[src/pfp_map.vh]
// constants for the fifo packing data path
`ifndef PFP_MAP_VH
`define PFP_MAP_VH
`define PFP_ADDR_CTRL 12'h000
`define PFP_ADDR_STAT 12'h004
`define PFP_ADDR_WLO 12'h008
`define PFP_ADDR_WHI 12'h00C
`define PFP_ADDR_WBE 12'h010
`define PFP_ADDR_ADDR 12'h014
`define PFP_ADDR_RDAT 12'h018
`define PFP_ADDR_LAST 12'h01C
`define PFP_CTRL_QUAD 0
`define PFP_CTRL_MCLK 1
`define PFP_CTRL_TCLK 2
`define PFP_CTRL_ACMP 3
`define PFP_CTRL_XLAT 4
`define PFP_CTRL_W64 5
`define PFP_CTRL_RST 32'h0000_0001
`define PFP_LAT_NORMAL 6'd16
`define PFP_LAT_EXTENDED 6'd32
`define PFP_BE_NONE 4'hF
`define PFP_BE_ALL 4'h0
`define PFP_ADDR_MSB 32'hFFFF_FF00
`define PFP_ADDR_LEAD 2
`endif

[src/pfp_core.v]
// fifo packing/unpacking data path with apb control
//
// Function
// - dual or quad port organisation selectable
// - master fifo clock select array one/two
// - target fifo clock select, independent
// - comparator skips repeated upper address bytes
// - initial latency limit 16 or 32
// - quad mode user words are 32 bits
// - 64-bit entries pass through unrepacked
// - low half first, active-low enables 35:32
// - 32-bit words packed by start address
// - empty half gives dummy, enables off
// - aligned even bursts pack two per entry
`timescale 1ns/1ns
`default_nettype none
`include "pfp_map.vh"
module pfp_core #(
    parameter DEPTH = 16,
    parameter AW = 4
) (
    input wire mclk_i,
    input wire sys_rst_i,
    input wire array_clock_one_i,
    input wire array_clock_two_i,
    input wire psel_i,
    input wire penable_i,
    input wire pwrite_i,
    input wire [11:0] paddr_i,
    input wire [31:0] pwdata_i,
    output reg [31:0] prdata_o,
    output wire pready_o,
    output wire pslverr_o,
    output wire master_fifo_clk_o,
    output wire target_fifo_clk_o,
    output wire [5:0] init_latency_o,
    output wire quad_mode_o,
    output wire [35:0] user_data_o,
    output wire user_valid_o,
    input wire user_ready_i
);
    reg [31:0] ctrl_q;
    reg [31:0] wlo_q;
    reg [31:0] whi_q;
    reg [7:0] wbe_q;
    reg [31:0] addr_q;
    reg [31:0] last_addr_q;
    reg [31:0] part_q;
    reg [3:0] part_be_q;
    reg part_v_q;
    reg [31:0] skipped_q;
    reg [71:0] mem [0:DEPTH-1];
    reg [AW-1:0] wp_q;
    reg [AW-1:0] rp_q;
    reg [AW:0] cnt_q;
    reg half_q;
    reg [35:0] ob_d0_q;
    reg [35:0] ob_d1_q;
    reg [1:0] ob_n_q;
    reg lead_q;
    reg [31:0] ctrl_d;
    reg [31:0] wlo_d;
    reg [31:0] whi_d;
    reg [7:0] wbe_d;
    reg [31:0] addr_d;
    reg [31:0] last_addr_d;
    reg [31:0] skipped_d;
    reg lead_d;
    reg [35:0] ob_d0_d;
    reg [35:0] ob_d1_d;
    reg [1:0] ob_n_d;
    reg [AW-1:0] wp_d;
    reg [AW-1:0] rp_d;
    reg [AW:0] cnt_d;
    reg half_d;
    localparam [AW:0] DEPTH_W = DEPTH;
    wire acc = psel_i && penable_i;
    wire wr = acc && pwrite_i;
    wire full = (cnt_q == DEPTH_W);
    wire empty = (cnt_q == {(AW+1){1'b0}});
    wire quad = ctrl_q[`PFP_CTRL_QUAD];
    wire push_w = wr && (paddr_i == `PFP_ADDR_RDAT);
    wire flush = wr && (paddr_i == `PFP_ADDR_LAST);
    reg push;
    reg [71:0] push_ent;
    reg [31:0] nxt_part;
    reg [3:0] nxt_part_be;
    reg nxt_part_v;
    wire ob_in_rdy = (ob_n_q != 2'd2);
    wire pop = !empty && ob_in_rdy;
    wire [71:0] head = mem[rp_q];
    // every entry leaves as two words, low half first
    wire last_half = half_q;
    wire ob_out = (ob_n_q != 2'd0) && user_ready_i;

    function [71:0] ent;
        input [31:0] lo;
        input [3:0] lo_be;
        input [31:0] hi;
        input [3:0] hi_be;
        begin
            ent = {hi_be, lo_be, hi, lo};
        end
    endfunction

    // wrap-around pointer step
    function [AW-1:0] bump;
        input [AW-1:0] ptr;
        begin
            bump = ptr + {{(AW-1){1'b0}}, 1'b1};
        end
    endfunction

    // half of a stored entry, its enables beside the word
    function [35:0] half_word;
        input [71:0] e;
        input hi;
        begin
            if (hi) begin
                half_word = {e[71:68], e[63:32]};
            end else begin
                half_word = {e[67:64], e[31:0]};
            end
        end
    endfunction

    // pcie-side burst path: 64-bit writes pass, 32-bit ones pack
    always @* begin
        push = 1'b0;
        push_ent = {72{1'b0}};
        nxt_part = part_q;
        nxt_part_be = part_be_q;
        nxt_part_v = part_v_q;
        if (push_w && ctrl_q[`PFP_CTRL_W64] && !full) begin
            push = 1'b1;
            push_ent = ent(wlo_q, wbe_q[3:0], whi_q, wbe_q[7:4]);
        end else if (push_w && !full) begin
            if (part_v_q) begin
                push = 1'b1;
                push_ent = ent(part_q, part_be_q, wlo_q, wbe_q[3:0]);
                nxt_part_v = 1'b0;
            end else if (lead_q) begin
                push = 1'b1;
                push_ent = ent(32'h0000_0000, `PFP_BE_NONE, wlo_q, wbe_q[3:0]);
            end else begin
                nxt_part = wlo_q;
                nxt_part_be = wbe_q[3:0];
                nxt_part_v = 1'b1;
            end
        end else if (flush && part_v_q && !full) begin
            push = 1'b1;
            push_ent = ent(part_q, part_be_q, 32'h0000_0000, `PFP_BE_NONE);
            nxt_part_v = 1'b0;
        end
    end

    // register file next values
    always @* begin
        ctrl_d = ctrl_q;
        wlo_d = wlo_q;
        whi_d = whi_q;
        wbe_d = wbe_q;
        addr_d = addr_q;
        last_addr_d = last_addr_q;
        skipped_d = skipped_q;
        lead_d = lead_q;
        if (wr) begin
            case (paddr_i)
                `PFP_ADDR_CTRL: ctrl_d = pwdata_i;
                `PFP_ADDR_WLO: wlo_d = pwdata_i;
                `PFP_ADDR_WHI: whi_d = pwdata_i;
                `PFP_ADDR_WBE: wbe_d = pwdata_i[7:0];
                `PFP_ADDR_ADDR: begin
                    addr_d = pwdata_i;
                    last_addr_d = addr_q;
                    lead_d = pwdata_i[`PFP_ADDR_LEAD];
                    // upper bytes already known are not resent
                    if (ctrl_q[`PFP_CTRL_ACMP] &&
                        ((pwdata_i & `PFP_ADDR_MSB) == (addr_q & `PFP_ADDR_MSB))) begin
                        skipped_d = skipped_q + 32'h0000_0001;
                    end
                end
                default: ;
            endcase
        end
        // odd leading word went out beside its dummy
        if (push && lead_q && !part_v_q && !ctrl_q[`PFP_CTRL_W64]) begin
            lead_d = 1'b0;
        end
    end

    always @(posedge mclk_i) begin
        if (sys_rst_i) begin
            ctrl_q <= `PFP_CTRL_RST;
            wlo_q <= 32'h0000_0000;
            whi_q <= 32'h0000_0000;
            wbe_q <= 8'h00;
            addr_q <= 32'h0000_0000;
            last_addr_q <= 32'h0000_0000;
            skipped_q <= 32'h0000_0000;
            lead_q <= 1'b0;
            part_q <= 32'h0000_0000;
            part_be_q <= `PFP_BE_NONE;
            part_v_q <= 1'b0;
        end else begin
            part_q <= nxt_part;
            part_be_q <= nxt_part_be;
            part_v_q <= nxt_part_v;
            ctrl_q <= ctrl_d;
            wlo_q <= wlo_d;
            whi_q <= whi_d;
            wbe_q <= wbe_d;
            addr_q <= addr_d;
            last_addr_q <= last_addr_d;
            skipped_q <= skipped_d;
            lead_q <= lead_d;
        end
    end

    // entry store
    always @(posedge mclk_i) begin
        if (push) begin
            mem[wp_q] <= push_ent;
        end
    end

    // store pointers: an entry retires after its high half
    always @* begin
        wp_d = wp_q;
        rp_d = rp_q;
        half_d = half_q;
        cnt_d = cnt_q;
        if (push) begin
            wp_d = bump(wp_q);
            cnt_d = cnt_d + {{AW{1'b0}}, 1'b1};
        end
        if (pop) begin
            half_d = ~half_q;
            if (last_half) begin
                rp_d = bump(rp_q);
                cnt_d = cnt_d - {{AW{1'b0}}, 1'b1};
            end
        end
    end

    always @(posedge mclk_i) begin
        if (sys_rst_i) begin
            wp_q <= {AW{1'b0}};
            rp_q <= {AW{1'b0}};
            cnt_q <= {(AW+1){1'b0}};
            half_q <= 1'b0;
        end else begin
            wp_q <= wp_d;
            rp_q <= rp_d;
            cnt_q <= cnt_d;
            half_q <= half_d;
        end
    end

    // two-entry output buffer, 32-bit words plus active-low enables
    wire [35:0] pop_word = half_word(head, half_q);
    always @* begin
        ob_d0_d = ob_d0_q;
        ob_d1_d = ob_d1_q;
        ob_n_d = ob_n_q;
        case ({pop, ob_out})
            2'b10: begin
                if (ob_n_q == 2'd0) begin
                    ob_d0_d = pop_word;
                end else begin
                    ob_d1_d = pop_word;
                end
                ob_n_d = ob_n_q + 2'd1;
            end
            2'b01: begin
                ob_d0_d = ob_d1_q;
                ob_n_d = ob_n_q - 2'd1;
            end
            2'b11: begin
                if (ob_n_q == 2'd1) begin
                    ob_d0_d = pop_word;
                end else begin
                    ob_d0_d = ob_d1_q;
                    ob_d1_d = pop_word;
                end
            end
            default: begin
                ob_n_d = ob_n_q;
            end
        endcase
    end

    always @(posedge mclk_i) begin
        if (sys_rst_i) begin
            ob_d0_q <= {`PFP_BE_NONE, 32'h0000_0000};
            ob_d1_q <= {`PFP_BE_NONE, 32'h0000_0000};
            ob_n_q <= 2'd0;
        end else begin
            ob_d0_q <= ob_d0_d;
            ob_d1_q <= ob_d1_d;
            ob_n_q <= ob_n_d;
        end
    end

    assign user_data_o = ob_d0_q;
    assign user_valid_o = (ob_n_q != 2'd0);
    assign quad_mode_o = quad;
    assign master_fifo_clk_o = ctrl_q[`PFP_CTRL_MCLK] ? array_clock_two_i
                                                       : array_clock_one_i;
    assign target_fifo_clk_o = ctrl_q[`PFP_CTRL_TCLK] ? array_clock_two_i
                                                       : array_clock_one_i;
    assign init_latency_o = ctrl_q[`PFP_CTRL_XLAT] ? `PFP_LAT_EXTENDED
                                                    : `PFP_LAT_NORMAL;

    // apb answers in the access cycle; writes to a full store are refused
    assign pready_o = 1'b1;
    reg bad;
    always @* begin
        bad = 1'b1;
        case (paddr_i)
            `PFP_ADDR_CTRL, `PFP_ADDR_STAT, `PFP_ADDR_WLO, `PFP_ADDR_WHI,
            `PFP_ADDR_WBE, `PFP_ADDR_ADDR: bad = 1'b0;
            `PFP_ADDR_RDAT, `PFP_ADDR_LAST: bad = pwrite_i && full;
            default: bad = 1'b1;
        endcase
    end
    assign pslverr_o = acc && bad;

    always @* begin
        case (paddr_i)
            `PFP_ADDR_CTRL: prdata_o = ctrl_q;
            `PFP_ADDR_STAT: prdata_o = {skipped_q[15:0], 5'd0, ob_n_q, part_v_q,
                                        half_q, full, empty, cnt_q};
            `PFP_ADDR_WLO: prdata_o = wlo_q;
            `PFP_ADDR_WHI: prdata_o = whi_q;
            `PFP_ADDR_WBE: prdata_o = {24'h000000, wbe_q};
            `PFP_ADDR_ADDR: prdata_o = last_addr_q;
            default: prdata_o = 32'h0000_0000;
        endcase
    end
endmodule // pfp_core
`default_nettype wire

[config.mk]
export PLATFORM = sky130hd
export DESIGN_NAME = pfp_core
export DESIGN_NICKNAME = d
export VERILOG_FILES = /design/src/pfp_core.v
export VERILOG_INCLUDE_DIRS = /design/src
export SDC_FILE = /design/constraint.sdc
export NUM_CORES = 2
export LEC_CHECK = 0
export ABC_AREA = 1
export CAP_MARGIN = 20
export CORE_ASPECT_RATIO = 1.1
export CORE_MARGIN = 1
export CORE_UTILIZATION = 45
export DETAILED_ROUTE_END_ITERATION = 7
export DONT_BUFFER_PORTS = 1
export PLACE_DENSITY = 0.63
export SLEW_MARGIN = 20
export SYNTH_ARGS = -nofsm -noshare
export SYNTH_HDL_FRONTEND = slang
export SYNTH_SLANG_ARGS = --single-unit
export TNS_END_PERCENT = 50
[constraint.sdc]
create_clock -name mclk_i -period 8.1 [get_ports mclk_i]
set_input_delay 2.43 -clock mclk_i [delete_from_list [all_inputs] [get_ports mclk_i]]
set_output_delay 2.43 -clock mclk_i [all_outputs]
set_load 0.05 [all_outputs]
Word-level counts from Yosys, hierarchy flattened. Memory sizes are Yosys's and may differ from the RTL's. A register that Yosys moved wholly into a read port is not among the register bits. Cells that the tools add are included.

Multiplexer cells: 34. Bitwise operators: 4. Equality and inequality tests: 17. Reduce and logical (&&, ||, !) cells: 43. Add/subtract/negate cells: 7.

Operators with widths (count): $mux 72 (5); $pmux 32 s6 (1); $mux 36 (5); $pmux 36 s3 (1); $pmux 36 s2 (1); $eq 12x5->1 const B (4); $add 32x1->32 const B (1); $eq 12x4->1 const B (2); $eq 24x24->1 (1); $logic_and 1x1->1 (17); $reduce_and 2->1 (8); $mux 5 (3); $mux 1 (13); $eq 12x3->1 const B (1); $logic_not 12->1 (1); $add 4x1->4 const B (2); $mux 4 (2); $ne 2x2->1 const B (4); $reduce_bool 2->1 (4); $mux 6 (1); $reduce_and 3->1 (2); $reduce_or 6->1 (1); $add 5x1->5 const B (1); $eq 5x5->1 const B (1); 14 further kinds (23).

Memory bits (writable): 1152. Word-level logic and storage cells: 124. Output and inout port bits: 80. Memories: 1. Bits of input ports: 52. Register bits: 326.

Memory list: mem (words 16, width 72, rd ports 1, clocked after Yosys merged registers in 1, wr ports 1, line pfp_core.v:52) `reg [71:0] mem [0:DEPTH-1];`.

Longest topological paths before layout.
Word-level depth: 12. Depth in mapped cells: 15.

Least setup slack after synthesis. No wires, ideal clock.

Path kind: input port to flip-flop. Start point: input port paddr_i[11]. End point: memory mem[11][0] (enable). Stages: 11. Arrival time: 6.430 ns. Setup slack: 1.167 ns. Library setup time: 0.503 ns. Path buffers: 0. Cell sequence: nor2_1 > nand2_2 > inv_2 > nand2_2 > nor2_2 > nand2_2 > nand2_4 > nand2_4 > inv_1 > nand3_1 > nor2_1.

Longest elaborated chain between the ends: 9.

Ends and longest elaborated chain: start: declaration (line pfp_core.v:29) `input wire [11:0] paddr_i,`; $eq 12x5->1; $logic_and 1x1->1 (line pfp_core.v:83) `` wire flush = wr && (paddr_i == `PFP_ADDR_LAST); ``; $logic_and 1x1->1 (2 in series) (line pfp_core.v:150) `end else if (flush && part_v_q && !full) begin`; $mux 1 (line pfp_core.v:150); $mux 1 (line pfp_core.v:137) `end else if (push_w && !full) begin`; $mux 1 (*) (line pfp_core.v:134) `` if (push_w && ctrl_q[`PFP_CTRL_W64] && !full) begin ``; $mux 1 (*) (line pfp_core.v:222) `if (push) begin`; $mux 1 (not written as such) (*) (line pfp_core.v:223) `mem[wp_q] <= push_ent;`; end: declaration (line pfp_core.v:52).

Mark *: on every way between the ends. The rest lies on a longest branch, timed or not.

Worst setup path in the final report.
Start point: input port paddr_i[11]. End point: output port pslverr_o.

Longest elaborated chain between the ends: 4.

Ends and longest elaborated chain: $eq 12x5->1, or another cell as far along (line pfp_core.v:320) `case (paddr_i)`; $reduce_or 6->1 / $reduce_or 2->1 (equally long branches) (line pfp_core.v:320); $pmux 1 s2 (*) (line pfp_core.v:320); $logic_and 1x1->1 (*) (line pfp_core.v:327) `assign pslverr_o = acc && bad;`; end: declaration (line pfp_core.v:33) `output wire pslverr_o,`.

Marks and branches as above.

==> flow_metrics.env <==
export IMPL_core_area_sq_mm=0.131
export IMPL_fin_crit_ns=7.19
export IMPL_synth_edf_count=1152
export IMPL_fin_setup_tns_ns=0
export IMPL_timing_rr_end="mem[0][4]$_DFFE_PP_"
export IMPL_grt_pass1_wl_mm=264
export IMPL_antenna_found_initial=3
export IMPL_post_synth_cell_area_avg_sq_um=11.6
export IMPL_critPathRequiredTime_ns=5.67
export IMPL_hold_end="ctrl_q[20]$_SDFFE_PP0P_"
export IMPL_fill_cells=11207
export IMPL_die_area_sq_mm=0.133
export IMPL_cts_htree_levels=4
export IMPL_io_buffers=0
export IMPL_synth_main_ff_cell="edfxtp_1"
export IMPL_crit_path_end_kind="output port"
export IMPL_insertion_delay_ns=0.78
export IMPL_holdBufCountCts=0
export IMPL_hp_start="ctrl_q[20]$_SDFFE_PP0P_"
export IMPL_cts_clk_slew_worst_paths_ns=0.06
export IMPL_worst_slew_pin_slew_ns=1.21
export IMPL_track_usage_pct=26.8
export IMPL_ys_types=51
export IMPL_cts_root_buf="clkbuf_16"
export IMPL_ir_worst_vdd_mv=0.218
export IMPL_vias=41950
export IMPL_power_per_cell_area_mw_per_mm2=227
export IMPL_grt_pass1_vias=39228
export IMPL_status="finished, final reports clean"
export IMPL_cts_sinks=1466
export IMPL_leakage_nw=24.0
export IMPL_initial_core_util_pct=45.4
export IMPL_r2r_cells=11
export IMPL_ys_ff_latch=1466
export IMPL_hold_violations=0
export IMPL_final_nets=5044
export IMPL_drc=0
export IMPL_dr_pass1_iters=6
export IMPL_dp_hpwl_mm=97.1
export IMPL_wire_per_inst_um=26.4
export IMPL_worstPathArrival_ns=4.76
export IMPL_r2r_start="cnt_q[0]$_SDFF_PP0_"
export IMPL_cts_buffers=145
export IMPL_area_growth_pct=11.3
export IMPL_drive_above_1_share_pct=9.08
export IMPL_layout_common_cells="1152 x edfxtp_1, 842 x o21ai_0, 667 x nor2_1, 329 x a21oi_1, 309 x dfxtp_1"
export IMPL_start_kind="primary input"
export IMPL_die_x_um=348
export IMPL_grt_ovfl_total=0
export IMPL_min_path_cells=2
export IMPL_netlist_area_sq_mm=0.0593
export IMPL_use_met2_pct=41.8
export IMPL_crit_type="in -> out"
export IMPL_clock_path_buffers=3
export IMPL_path_max_fanout=24
export IMPL_synth_async_reset_ratio_pct=0
export IMPL_post_cts_resize_count=0
export IMPL_relSlewSlack_pct=19.6
export IMPL_ys_warn_count=0
export IMPL_ys_seq_area_share_pct=69.0
export IMPL_layout_commonest_cell="edfxtp_1"
export IMPL_min_path_type="reg -> reg"
export IMPL_fin_skew_ns=0.0304
export IMPL_num_io_pins=132
export IMPL_setup_violations=0
export IMPL_wl_mm=181
export IMPL_post_cts_buffers=0
export IMPL_postSynthCellCount=5094
export IMPL_placementRows=139
export IMPL_r2r_slack_ns=3.77
export IMPL_cts_tree="done"
export IMPL_place_congestion=0.922
export IMPL_ant_nets=0
export IMPL_met3_usage_pct=6.02
export IMPL_detail_route_iter0_violations=5219
export IMPL_avgViaCountPerCell=6.11
export IMPL_die_h_um=383
export IMPL_power_total_mw=15.0
export IMPL_grt_max_degree=226
export IMPL_fin_crit_sh_pct=88.8
export IMPL_max_freq_mhz=139
export IMPL_rsz0062_at_grt="no"
export IMPL_grt_use_met1_pct=36.9
export IMPL_slew_viol_final=0
export IMPL_maxCapViolations=0
export IMPL_grt_busiest_layer="met2"
state kept, by name, indices dropped and copies added (netlist names), 2 cells and up, named ones only:
register and cells:
whi_q 32, cnt_q 5, ob_n_q 2, rp_q 4
addr_q 32, wbe_q 8, part_q 32, mem 1152
wlo_q 32, ctrl_q 32, skipped_q 16, last_addr_q 32
wp_q 4, user_data_o 36, ob_d1_q 36, part_be_q 4
area by class of cell:
class | instances | area, sq um | share of cell area (%)
sequential | 1466 | 40900 | 62.0
tap | 1762 | 2200 | 3.34
antenna | 2 | 5.00 | 0.00759
clock inverter | 65 | 488 | 0.740
multi-input combinational | 2981 | 16100 | 24.4
inverter | 271 | 1060 | 1.60
clock buffer | 203 | 4130 | 6.26
timing repair buffer | 113 | 1090 | 1.65
cell usage after synthesis, drive strengths merged (4+ instances only):
cell type / count / area share, %
a211oi: 23 / 0.29
a21oi: 329 / 2.8
a221o: 5 / 0.084
a31oi: 14 / 0.15
buf: 144 / 1.5
clkbuf: 235 / 1.5
dfxtp: 314 / 11
edfxtp: 1152 / 58
ha: 14 / 0.30
inv: 269 / 1.7
nand2: 253 / 1.7
nand3: 248 / 2.2
nand4: 23 / 0.24
nor2: 701 / 4.6
nor3: 14 / 0.13
nor4: 6 / 0.089
o211ai: 24 / 0.41
o21a: 12 / 0.15
o21ai: 867 / 7.3
o221ai: 239 / 3.5
o22ai: 140 / 1.5
o32ai: 32 / 0.47
or2: 4 / 0.042
xnor2: 5 / 0.074
xor2: 18 / 0.27
worst max-delay path: stages:
cell,delay (ns)
nor2_1,0.08
nand3_1,0.15
nor2_2,0.07
nand2_1,0.42
inv_1,0.08
buf_4,0.24
nor3_2,0.80
nand2_1,0.11
inv_1,0.37
power breakdown:
| group | switching, mW | internal, mW | total, mW |
|---|---|---|---|
| clock network | 2.83 | 3.75 | 6.58 |
| logic | 0.153 | 0.0454 | 0.198 |
| registers | 0.157 | 8.03 | 8.19 |
| total | 3.14 | 11.8 | 15.0 |
layer usage:
metal,up-vias,part of all wire (%)
met3,368,10
met1,20800,41
met4,4,3.2
met2,2221,46
li1,18557,-
met5,-,0.014
cells by family (layout without fill, tap and decap cells):
family                     Yosys count  in the layout  share of synthesized area, %
AOI/OAI and AO/OA                 1686           1686                          16.7
buffers and inverters              650            652                          4.69
xor gates and xnor gates            23             23                         0.340
DFF                               1466           1466                          69.0
and+or+nand+nor                   1253           1253                          8.99
adders and majority gates           14             14                         0.296
other                                2              7                        0.0127
stage by stage:
| stage | util, % | std cells | instance area [sq um] | worst slack (ns) | hold slack, ns |
|---|---|---|---|---|---|
| after floorplan | - | 5097 | 59300 | 1.17 | 0.429 |
| after global placement | 46.9 | 6590 | 61200 | 0.929 | 0.441 |
| after detailed placement | 46.9 | 6591 | 61200 | 0.894 | 0.446 |
| after CTS | 50.4 | 6859 | 65800 | 0.893 | 0.455 |
| after global routing | 50.5 | 6861 | 65900 | 0.653 | 0.473 |
| final | 50.5 | 6863 | 65900 | 0.905 | 0.456 |
worst max-delay path by stage:
stage                            from                   end  slack, ns  depth (start not counted)
after floorplan           paddr_i[11]  mem[11][0]$_DFFE_PP_       1.17                         11
after global placement    paddr_i[11]             pslverr_o       0.93                          9
after detailed placement  paddr_i[11]             pslverr_o       0.89                          9
after CTS                 paddr_i[11]             pslverr_o       0.89                          9
after global routing      paddr_i[11]             pslverr_o       0.65                          9
final                     paddr_i[11]             pslverr_o       0.91                          9
(Power assumes the default switching activity.)
